## src/logic/guard_pkg.sv

```systemverilog
// shared constants, register map and types of the guard timer
package guard_pkg;

	// bus and data widths
	localparam int ADDR_W = 12;
	localparam int DATA_W = 32;

	// clock rates and derived cycle counts
	localparam int CLK_HZ = 125_000_000;
	localparam int OSC_HZ = 128_000;
	localparam int OSC_DIV_CYC = CLK_HZ / OSC_HZ;
	localparam int CHANGE_WIN_CYC = 4;
	localparam int TIMEOUT_MIN_MS = 16;
	localparam int TIMEOUT_MAX_S = 8;
	localparam int BASE_TIMEOUT = TIMEOUT_MIN_MS * OSC_HZ / 1000;
	localparam int PRESCALE_MAX = 9;
	localparam int CNT_W = 22;

	// register indices; the byte address is four times the index
	localparam logic [ADDR_W-1:0] CAUSE_IDX = 12'h054;
	localparam logic [ADDR_W-1:0] CTRL_IDX = 12'h060;
	localparam logic [ADDR_W-1:0] CKD_IDX = 12'h062;
	localparam logic [ADDR_W-1:0] CMD_IDX = 12'h070;
	localparam logic [ADDR_W-1:0] COUNT_IDX = 12'h071;

	// control register fields
	localparam int CTRL_IRQF = 7;
	localparam int CTRL_IE = 6;
	localparam int CTRL_WDP3 = 5;
	localparam int CTRL_CE = 4;
	localparam int CTRL_RE = 3;

	// clock divider register fields
	localparam int CKD_EWCM = 5;
	localparam int CKD_SEL2 = 4;
	localparam int CKD_EWF = 3;
	localparam int CKD_EWE = 2;

	// reset cause and command fields
	localparam int CAUSE_FLAG = 3;
	localparam int CMD_RESTART = 0;
	localparam int CMD_IRQ_ACK = 1;
	localparam int CMD_EW_ACK = 2;

	// change window states
	typedef enum logic [1:0] {
		WIN_LOCKED = 2'h1,
		WIN_OPEN = 2'h2
	} win_state_t;

	// byte address of a register index
	function automatic logic [ADDR_W-1:0] reg_addr(
		input logic [ADDR_W-1:0] idx);
		reg_addr = {idx[ADDR_W-3:0], 2'h0};
	endfunction

	// true for any mapped register address
	function automatic logic reg_known(input logic [ADDR_W-1:0] a);
		reg_known = (a == reg_addr(CAUSE_IDX)) || (a == reg_addr(CTRL_IDX))
			|| (a == reg_addr(CKD_IDX)) || (a == reg_addr(CMD_IDX))
			|| (a == reg_addr(COUNT_IDX));
	endfunction

endpackage

```

## src/logic/guard_regs_if.sv

```systemverilog
// register access signals between bus slave and timer core
interface guard_regs_if;
	logic we;
	logic [guard_pkg::ADDR_W-1:0] waddr;
	logic [7:0] wdata;
	logic [guard_pkg::ADDR_W-1:0] raddr;
	logic [guard_pkg::DATA_W-1:0] rdata;

	modport bus (output we, output waddr, output wdata, output raddr,
		input rdata);
	modport core (input we, input waddr, input wdata, input raddr,
		output rdata);
endinterface

```

## src/logic/enhanced_watchdog_timer.sv

```systemverilog
// guard timer top: registers, change window, counter and expiry actions
//
// The register addresses and the AXI4-Lite slave port were decided locally.
module enhanced_watchdog_timer #(
	parameter int OSC_DIV = guard_pkg::OSC_DIV_CYC,
	parameter int WIN_CYC = guard_pkg::CHANGE_WIN_CYC
) (
	// clock and reset
	input wire logic aclk,
	input wire logic aresetn,
	// axi4-lite write address and data
	input wire logic [guard_pkg::ADDR_W-1:0] s_awaddr,
	input wire logic s_awvalid,
	output logic s_awready,
	input wire logic [guard_pkg::DATA_W-1:0] s_wdata,
	input wire logic [3:0] s_wstrb,
	input wire logic s_wvalid,
	output logic s_wready,
	// axi4-lite write response
	output logic [1:0] s_bresp,
	output logic s_bvalid,
	input wire logic s_bready,
	// axi4-lite read
	input wire logic [guard_pkg::ADDR_W-1:0] s_araddr,
	input wire logic s_arvalid,
	output logic s_arready,
	output logic [guard_pkg::DATA_W-1:0] s_rdata,
	output logic [1:0] s_rresp,
	output logic s_rvalid,
	input wire logic s_rready,
	// fuse strap, high when programmed
	input wire logic always_on_fuse,
	// interrupt request and system reset
	output logic guard_irq,
	output logic sys_reset
);
	guard_regs_if regs ();

	logic tick;
	guard_pkg::win_state_t win_r;
	logic [2:0] win_cnt_r;
	logic sys_reset_enable_r;
	logic guard_irq_enable_r;
	logic [3:0] timeout_prescale_r;
	logic irq_flag_r;
	logic [1:0] div_sel_r;
	logic div_sel2_r;
	logic ew_enable_r;
	logic ew_flag_r;
	logic ew_clear_mode_r;
	logic guard_reset_flag_r;
	logic restart_pend_r;
	logic [guard_pkg::CNT_W-1:0] cnt_r;
	logic [guard_pkg::CNT_W-1:0] cnt_inc;
	logic [guard_pkg::CNT_W-1:0] timeout;
	logic ctrl_wr;
	logic ckd_wr;
	logic cause_wr;
	logic cmd_wr;
	logic unlock_wr;
	logic win_open;
	logic protected_ok;
	logic re_eff;
	logic ie_eff;
	logic running;
	logic expiry1;
	logic expiry2;
	logic fire_reset;
	logic irq_ack;
	logic ew_ack;
	logic [7:0] ctrl_rd;
	logic [7:0] ckd_rd;

	////////////////////////////////////////////////////////////////////
	// sub blocks

	guard_axil u_axil (
		.aclk(aclk),
		.aresetn(aresetn),
		.awaddr(s_awaddr),
		.awvalid(s_awvalid),
		.awready(s_awready),
		.wdata(s_wdata),
		.wstrb(s_wstrb),
		.wvalid(s_wvalid),
		.wready(s_wready),
		.bresp(s_bresp),
		.bvalid(s_bvalid),
		.bready(s_bready),
		.araddr(s_araddr),
		.arvalid(s_arvalid),
		.arready(s_arready),
		.rdata(s_rdata),
		.rresp(s_rresp),
		.rvalid(s_rvalid),
		.rready(s_rready),
		.regs(regs)
	);

	// divided oscillator rate drives the counter
	guard_tick #(
		.OSC_DIV(OSC_DIV)
	) u_tick (
		.aclk(aclk),
		.aresetn(aresetn),
		.div_sel(div_sel_r),
		.tick(tick)
	);

	////////////////////////////////////////////////////////////////////
	// write decode

	// register strobes
	assign ctrl_wr = regs.we
		&& (regs.waddr == guard_pkg::reg_addr(guard_pkg::CTRL_IDX));
	assign ckd_wr = regs.we
		&& (regs.waddr == guard_pkg::reg_addr(guard_pkg::CKD_IDX));
	assign cause_wr = regs.we
		&& (regs.waddr == guard_pkg::reg_addr(guard_pkg::CAUSE_IDX));
	assign cmd_wr = regs.we
		&& (regs.waddr == guard_pkg::reg_addr(guard_pkg::CMD_IDX));

	// unlock needs both bits in the same write
	assign unlock_wr = ctrl_wr && regs.wdata[guard_pkg::CTRL_CE]
		&& regs.wdata[guard_pkg::CTRL_RE];
	assign win_open = (win_r == guard_pkg::WIN_OPEN);
	// the follow-up write must have change enable cleared
	assign protected_ok = win_open && !regs.wdata[guard_pkg::CTRL_CE];

	// vector-taken strobes, written through the command register
	assign irq_ack = cmd_wr && regs.wdata[guard_pkg::CMD_IRQ_ACK];
	assign ew_ack = cmd_wr && regs.wdata[guard_pkg::CMD_EW_ACK];

	////////////////////////////////////////////////////////////////////
	// change window

	// closes by itself after the window so a stray write cannot use it
	always_ff @(posedge aclk) begin
		if (!aresetn) begin
			win_r <= guard_pkg::WIN_LOCKED;
			win_cnt_r <= '0;
		end else begin
			case (win_r)
				guard_pkg::WIN_LOCKED: begin
					if (unlock_wr) begin
						win_r <= guard_pkg::WIN_OPEN;
						win_cnt_r <= 3'(WIN_CYC - 1);
					end
				end
				guard_pkg::WIN_OPEN: begin
					if (unlock_wr) begin
						win_cnt_r <= 3'(WIN_CYC - 1);
					end else if (win_cnt_r == 3'h0) begin
						win_r <= guard_pkg::WIN_LOCKED;
					end else begin
						win_cnt_r <= win_cnt_r - 3'h1;
					end
				end
				default: begin
					win_r <= guard_pkg::WIN_LOCKED;
				end
			endcase
		end
	end

	////////////////////////////////////////////////////////////////////
	// mode bits

	// reset enable: set freely, cleared only inside the window
	always_ff @(posedge aclk) begin
		if (!aresetn) begin
			sys_reset_enable_r <= 1'b0;
		end else if (always_on_fuse) begin
			sys_reset_enable_r <= 1'b1;
		end else if (guard_reset_flag_r) begin
			sys_reset_enable_r <= 1'b1;
		end else if (ctrl_wr && regs.wdata[guard_pkg::CTRL_RE]) begin
			sys_reset_enable_r <= 1'b1;
		end else if (ctrl_wr && protected_ok) begin
			sys_reset_enable_r <= 1'b0;
		end
	end

	// interrupt enable is not protected
	always_ff @(posedge aclk) begin
		if (!aresetn) begin
			guard_irq_enable_r <= 1'b0;
		end else if (always_on_fuse) begin
			guard_irq_enable_r <= 1'b0;
		end else if (ctrl_wr) begin
			guard_irq_enable_r <= regs.wdata[guard_pkg::CTRL_IE];
		end else if (irq_ack && re_eff) begin
			guard_irq_enable_r <= 1'b0;
		end
	end

	// prescale only changes in the window; others are dropped
	always_ff @(posedge aclk) begin
		if (!aresetn) begin
			timeout_prescale_r <= '0;
		end else if (ctrl_wr && protected_ok) begin
			timeout_prescale_r <= {regs.wdata[guard_pkg::CTRL_WDP3],
				regs.wdata[2:0]};
		end
	end

	// divider select and early warning controls
	always_ff @(posedge aclk) begin
		if (!aresetn) begin
			div_sel_r <= '0;
			div_sel2_r <= 1'b0;
			ew_enable_r <= 1'b0;
			ew_clear_mode_r <= 1'b0;
		end else if (ckd_wr) begin
			ew_enable_r <= regs.wdata[guard_pkg::CKD_EWE];
			ew_clear_mode_r <= regs.wdata[guard_pkg::CKD_EWCM];
			if (win_open) begin
				div_sel_r <= regs.wdata[1:0];
				div_sel2_r <= regs.wdata[guard_pkg::CKD_SEL2];
			end
		end
	end

	assign re_eff = sys_reset_enable_r || guard_reset_flag_r
		|| always_on_fuse;
	assign ie_eff = guard_irq_enable_r && !always_on_fuse;
	assign running = re_eff || ie_eff || ew_enable_r;

	////////////////////////////////////////////////////////////////////
	// counter

	// reserved prescale codes saturate at the longest time-out
	assign timeout = (timeout_prescale_r > 4'(guard_pkg::PRESCALE_MAX))
		? (guard_pkg::CNT_W)'(guard_pkg::BASE_TIMEOUT)
			<< guard_pkg::PRESCALE_MAX
		: (guard_pkg::CNT_W)'(guard_pkg::BASE_TIMEOUT)
			<< timeout_prescale_r;
	assign cnt_inc = cnt_r + (guard_pkg::CNT_W)'(1);
	assign expiry1 = tick && running && !restart_pend_r
		&& (cnt_inc == timeout);
	assign expiry2 = tick && running && !restart_pend_r
		&& (cnt_inc == (timeout << 1));

	// restart is held until the next slow tick; a new one wins
	always_ff @(posedge aclk) begin
		if (!aresetn) begin
			restart_pend_r <= 1'b0;
		end else if (cmd_wr && regs.wdata[guard_pkg::CMD_RESTART]) begin
			restart_pend_r <= 1'b1;
		end else if (tick) begin
			restart_pend_r <= 1'b0;
		end
	end

	// counts slow ticks, wraps after the double time-out
	always_ff @(posedge aclk) begin
		if (!aresetn || !running) begin
			cnt_r <= '0;
		end else if (tick) begin
			if (restart_pend_r || expiry2) begin
				cnt_r <= '0;
			end else begin
				cnt_r <= cnt_inc;
			end
		end
	end

	////////////////////////////////////////////////////////////////////
	// expiry actions

	// pending interrupt in combined mode falls through to a reset
	assign fire_reset = expiry2 && re_eff
		&& (!ie_eff || irq_flag_r);

	// interrupt flag: set wins over the software or vector clear
	always_ff @(posedge aclk) begin
		if (!aresetn) begin
			irq_flag_r <= 1'b0;
		end else if (expiry2 && ie_eff && !fire_reset) begin
			irq_flag_r <= 1'b1;
		end else if (ctrl_wr && regs.wdata[guard_pkg::CTRL_IRQF]) begin
			irq_flag_r <= 1'b0;
		end else if (irq_ack) begin
			irq_flag_r <= 1'b0;
		end
	end

	// early warning flag, independent of the mode
	always_ff @(posedge aclk) begin
		if (!aresetn) begin
			ew_flag_r <= 1'b0;
		end else if (expiry1 && ew_enable_r) begin
			ew_flag_r <= 1'b1;
		end else if (ckd_wr && regs.wdata[guard_pkg::CKD_EWF]) begin
			ew_flag_r <= 1'b0;
		end else if (ew_ack && !ew_clear_mode_r) begin
			ew_flag_r <= 1'b0;
		end
	end

	// one-cycle system reset pulse
	always_ff @(posedge aclk) begin
		if (!aresetn) begin
			sys_reset <= 1'b0;
		end else begin
			sys_reset <= fire_reset;
		end
	end

	// reset cause flag survives the pulse; cleared by writing zero
	always_ff @(posedge aclk) begin
		if (!aresetn) begin
			guard_reset_flag_r <= 1'b0;
		end else if (fire_reset) begin
			guard_reset_flag_r <= 1'b1;
		end else if (cause_wr && !regs.wdata[guard_pkg::CAUSE_FLAG]) begin
			guard_reset_flag_r <= 1'b0;
		end
	end

	// level request, also the wake source out of sleep
	assign guard_irq = (ie_eff && irq_flag_r)
		|| (ew_enable_r && ew_flag_r);

	////////////////////////////////////////////////////////////////////
	// read back

	assign ctrl_rd = {irq_flag_r, ie_eff, timeout_prescale_r[3],
		win_open, re_eff, timeout_prescale_r[2:0]};
	assign ckd_rd = {2'h0, ew_clear_mode_r, div_sel2_r, ew_flag_r,
		ew_enable_r, div_sel_r};

	// combinational mux; the bus slave registers the result
	always_comb begin
		regs.rdata = '0;
		if (regs.raddr == guard_pkg::reg_addr(guard_pkg::CTRL_IDX)) begin
			regs.rdata[7:0] = ctrl_rd;
		end else if (regs.raddr
			== guard_pkg::reg_addr(guard_pkg::CKD_IDX)) begin
			regs.rdata[7:0] = ckd_rd;
		end else if (regs.raddr
			== guard_pkg::reg_addr(guard_pkg::CAUSE_IDX)) begin
			regs.rdata[guard_pkg::CAUSE_FLAG] = guard_reset_flag_r;
		end else if (regs.raddr
			== guard_pkg::reg_addr(guard_pkg::COUNT_IDX)) begin
			regs.rdata[guard_pkg::CNT_W-1:0] = cnt_r;
		end
	end
endmodule

```

## src/logic/guard_axil.sv

```systemverilog
// axi4-lite slave that turns bus transfers into register strobes
module guard_axil (
	// clock and reset
	input wire logic aclk,
	input wire logic aresetn,
	// write address and data
	input wire logic [guard_pkg::ADDR_W-1:0] awaddr,
	input wire logic awvalid,
	output logic awready,
	input wire logic [guard_pkg::DATA_W-1:0] wdata,
	input wire logic [3:0] wstrb,
	input wire logic wvalid,
	output logic wready,
	// write response
	output logic [1:0] bresp,
	output logic bvalid,
	input wire logic bready,
	// read address and data
	input wire logic [guard_pkg::ADDR_W-1:0] araddr,
	input wire logic arvalid,
	output logic arready,
	output logic [guard_pkg::DATA_W-1:0] rdata,
	output logic [1:0] rresp,
	output logic rvalid,
	input wire logic rready,
	// core side
	guard_regs_if.bus regs
);
	localparam logic [1:0] RESP_OKAY = 2'h0;
	localparam logic [1:0] RESP_SLVERR = 2'h2;

	logic wr_go;
	logic rd_go;

	// address and data are taken together; simpler than two holding regs
	assign wr_go = awvalid && wvalid && !bvalid;
	assign awready = wr_go;
	assign wready = wr_go;
	assign rd_go = arvalid && !rvalid;
	assign arready = rd_go;

	// only the low byte lane carries register data
	assign regs.we = wr_go && wstrb[0] && guard_pkg::reg_known(awaddr);
	assign regs.waddr = awaddr;
	assign regs.wdata = wdata[7:0];
	assign regs.raddr = araddr;

	// write response
	always_ff @(posedge aclk) begin
		if (!aresetn) begin
			bvalid <= 1'b0;
			bresp <= RESP_OKAY;
		end else if (wr_go) begin
			bvalid <= 1'b1;
			bresp <= guard_pkg::reg_known(awaddr) ? RESP_OKAY : RESP_SLVERR;
		end else if (bready) begin
			bvalid <= 1'b0;
		end
	end

	// read data, unmapped reads return zero with an error
	always_ff @(posedge aclk) begin
		if (!aresetn) begin
			rvalid <= 1'b0;
			rdata <= '0;
			rresp <= RESP_OKAY;
		end else if (rd_go) begin
			rvalid <= 1'b1;
			rdata <= regs.rdata;
			rresp <= guard_pkg::reg_known(araddr) ? RESP_OKAY : RESP_SLVERR;
		end else if (rready) begin
			rvalid <= 1'b0;
		end
	end
endmodule

```

## src/logic/guard_tick.sv

```systemverilog
// oscillator rate enable and odd source divider for the guard timer
module guard_tick #(
	parameter int OSC_DIV = guard_pkg::OSC_DIV_CYC
) (
	// clock and reset
	input wire logic aclk,
	input wire logic aresetn,
	// divider select: factor 1, 3, 5 or 7
	input wire logic [1:0] div_sel,
	// one pulse per divided oscillator period
	output logic tick
);
	logic [15:0] osc_cnt_r;
	logic [2:0] odd_cnt_r;
	logic osc_en;
	logic [2:0] odd_last;

	assign osc_en = (osc_cnt_r == 16'(OSC_DIV - 1));
	assign odd_last = {div_sel, 1'b0};

	// stands in for the free-running on-chip oscillator
	always_ff @(posedge aclk) begin
		if (!aresetn || osc_en) begin
			osc_cnt_r <= '0;
		end else begin
			osc_cnt_r <= osc_cnt_r + 16'h1;
		end
	end

	// odd divider, a select change applies to the period already counting
	always_ff @(posedge aclk) begin
		if (!aresetn) begin
			odd_cnt_r <= '0;
			tick <= 1'b0;
		end else begin
			tick <= 1'b0;
			if (osc_en) begin
				if (odd_cnt_r >= odd_last) begin
					odd_cnt_r <= '0;
					tick <= 1'b1;
				end else begin
					odd_cnt_r <= odd_cnt_r + 3'h1;
				end
			end
		end
	end
endmodule

```

## config.mk

```make
export PLATFORM = sky130hd
export DESIGN_NAME = enhanced_watchdog_timer
export DESIGN_NICKNAME = d
export VERILOG_FILES = /design/src/logic/guard_pkg.sv /design/src/logic/guard_regs_if.sv /design/src/logic/enhanced_watchdog_timer.sv /design/src/logic/guard_axil.sv /design/src/logic/guard_tick.sv
export SDC_FILE = /design/constraint.sdc
export NUM_CORES = 1
export LEC_CHECK = 0
export ABC_AREA = 1
export BUFFER_PORTS_ARGS = -buffer_cell sky130_fd_sc_hd__buf_2
export CAP_MARGIN = 25
export CORE_UTILIZATION = 60
export CTS_BUF_LIST = sky130_fd_sc_hd__clkbuf_8
export DETAILED_ROUTE_END_ITERATION = 8
export GPL_ROUTABILITY_DRIVEN = 0
export HOLD_SLACK_MARGIN = 0.02
export PLACE_DENSITY = 0.84
export RECOVER_POWER = 100
export SLEW_MARGIN = 20
export SYNTH_ARGS = -nofsm -noshare
export SYNTH_HDL_FRONTEND = slang
export SYNTH_HIERARCHICAL = 1
export SYNTH_SLANG_ARGS = --single-unit
```

## constraint.sdc

```tcl
create_clock -name aclk -period 3.9 [get_ports aclk]
set_clock_uncertainty 0.05 [all_clocks]
set_input_delay 0.39 -clock aclk [delete_from_list [all_inputs] [get_ports aclk]]
set_output_delay 0.39 -clock aclk [all_outputs]
set_load 0.05 [all_outputs]
```

==> impl_metrics.toml <==
[clocking]
cts_root_buffer = "clkbuf_8"
cts_buffer_depth = 2
cts_tree = "done"
clock_sinks = 99
cts_buffers = 9
cts-resized-gates = 0
clk_pin_slew_worst_paths_ns = 0.10
clkLatencyLatePin_ns = 0.40
cts-hold-fix-buffers = 0
post-cts-setup-buffers = 0
htreeDepth = 3

[grt]
overflow = 0
grt_usage = 0.288
antenna_found_initial = 0
grt_pass1_wl_um = 26600
first_global_vias = 5805
grt_max_degree = 53

[cells_and_area]
antenna_cells = 0
drive_above_1_share = 0.129
fin_cells = 1178
areaGrowthSynthToFinish_pct = 2.67
final_nets = 1111

[sta]
report.final.slew_viol_count = 53
rsz0062_at_grt = "false"
holdWs_ns = 0.127
min_period_ns = 3.03
report.final.hold_viol_count = 0
fmax_ghz = 0.330
period_share = 0.776
tns_ns = 0
setup_viol = 0
max_slew_margin = -0.288
worst_pin_slew_ns = 1.93

[synth]
synth_common_cells = "nor2_1 (197), nand2_1 (158), inv_1 (112), dfxtp_1 (99), nand3_1 (67)"
ys.warnings.count = 6
synth_edf_count = 0
syn_area_per_cell_um2 = 6.82
yosys.cell_types.count = 56
synth_seq_cells = 99
synth_most_common_cell = "nor2_1"
synth_top_area_cell = "dfxtp_1"
synthCells = 988
post-synth-top-area-fraction = 0.294
syn_area_um2 = 6740
synth_seq_area_share = 0.294
synth-main-ff-cell = "dfxtp_1"
async_flop_share = 0
ys_top_cells_by_area = "dfxtp_1 (29%), nor2_1 (11%), nand2_1 (8.8%)"

[detailed_routing]
post_drt_wl_per_cell_um = 13.5
drc = 0
drtAntennaViolNets = 0
firstDrtPassIters = 6
drt_iter0_drc = 567
vias_per_cell = 5.41
wl_um = 15900
num_vias = 6378

[floorplanning]
dieArea_um2 = 11700
num_rows = 38
start_util = 0.619
io_pins = 111
die_w_um = 108
die_y_um = 108
core_um2 = 10900

[worst_hold_path]
worstHoldPathCells = 2
hold_path_class = "in2reg"

[worst_setup_path]
path_class = "in2reg"
crit_fanout = 15
cp-end-kind = "register"
worst_r2r_path_depth = 19
arrival_ns = 3.30
start_kind = "input pin"
required_ns = 4.17

[status]
violations = "max-capacitance violations, max-slew violations"
status = "complete, but fails checks"

[run]
drv_cap = 1

[placement]
placed_cells_incl_taps = 1161
port_buffers = 81
hpwl_um = 11900

[pwr]
p_per_area_nw_per_um2 = 287
power_leakage_nw = 2.79
power.ir.vdd_worst_mv = 0.299
totalPowerFinal_w = 0.00199
==> cell type report <==
cell class	instances	area, um^2
fillers	1022	3970
multi-input cells	720	3730
flip-flops and latches	99	1980
inverters	118	444
repair buffers	85	400
well taps	140	175
clock buffers	9	124
clock inverters	7	68.8
==> state kept, by name (all words and copies together) (netlist names), 2 cells and up <==
register            cells
u_axil/rdata           32
cnt_r                  22
u_tick/osc_cnt_r       16
timeout_prescale_r      4
u_tick/odd_cnt_r        3
win_cnt_r               3
div_sel_r               2
win_r                   2
==> critical path, cell delays in order <==
cell     delay [ns]
buf_2          0.10
nor4_1         0.95
inv_1          0.22
nor4_1         0.55
inv_1          0.40
o21ai_0        0.25
a21oi_1        0.06
o21ai_0        0.09
o21ai_0        0.11
nor2_1         0.17
==> power by group <==
group,total [W],internal (W),switching [W]
clock network,0.000666,0.000297,0.000370
registers,0.00106,0.00104,0.0000151
logic,0.000267,0.0000597,0.000208
total,0.00199,0.00140,0.000592
==> layout by cell type, fill, tap and decap left out, drive strengths merged, types with 5 or more instances in the layout <==
master  synthesis  routed
xor2           12      12
conb            2      12
nand3b          7       7
xnor2           7       7
a211oi          6       6
o21ai          55      55
ha             10      10
clkbuf          9      51
dfxtp          99      99
nor4            5       5
nor3           24      24
nand4          18      18
nand2         180     180
nor2          215     215
nand3          94      94
a21oi          50      50
inv           117     120
buf            50      43
==> routing by layer <==
metal,vias up,share of wire,track usage
li1,3230,-,-
met1,2862,0.44,0.356
met2,239,0.46,0.484
met3,47,0.062,0.0555
met4,0,0.034,0.127
met5,-,0,0
==> final timing paths <==
path,startpoint,to,slack [ns]
worst max-delay path,s_araddr[9],u_axil/rdata[3],0.87
worst min register to register,u_tick/osc_cnt_r[0],u_tick/osc_cnt_r[0],0.41
worst max register to register,u_axil/bvalid,win_cnt_r[0],1.08
worst min-delay path,always_on_fuse,guard_irq_enable_r,0.13
==> logic make-up after synthesis <==
family          synth area share
flops                      0.294
other cells              0.00111
simple gates               0.400
fa+ha+maj                 0.0186
xor+xnor                  0.0280
compound gates             0.119
buf+inv                    0.139
==> through the flow <==
stage,instance area [um^2],util,worst slack (ns)
after floorplan,6780,-,1.54
after global placement,6890,0.633,1.24
after detailed placement,6890,0.633,1.07
after CTS,7080,0.651,1.12
final,6920,0.636,0.874
after global routing,6920,0.636,0.620
Note: power is estimated with default switching activity, not from simulation.
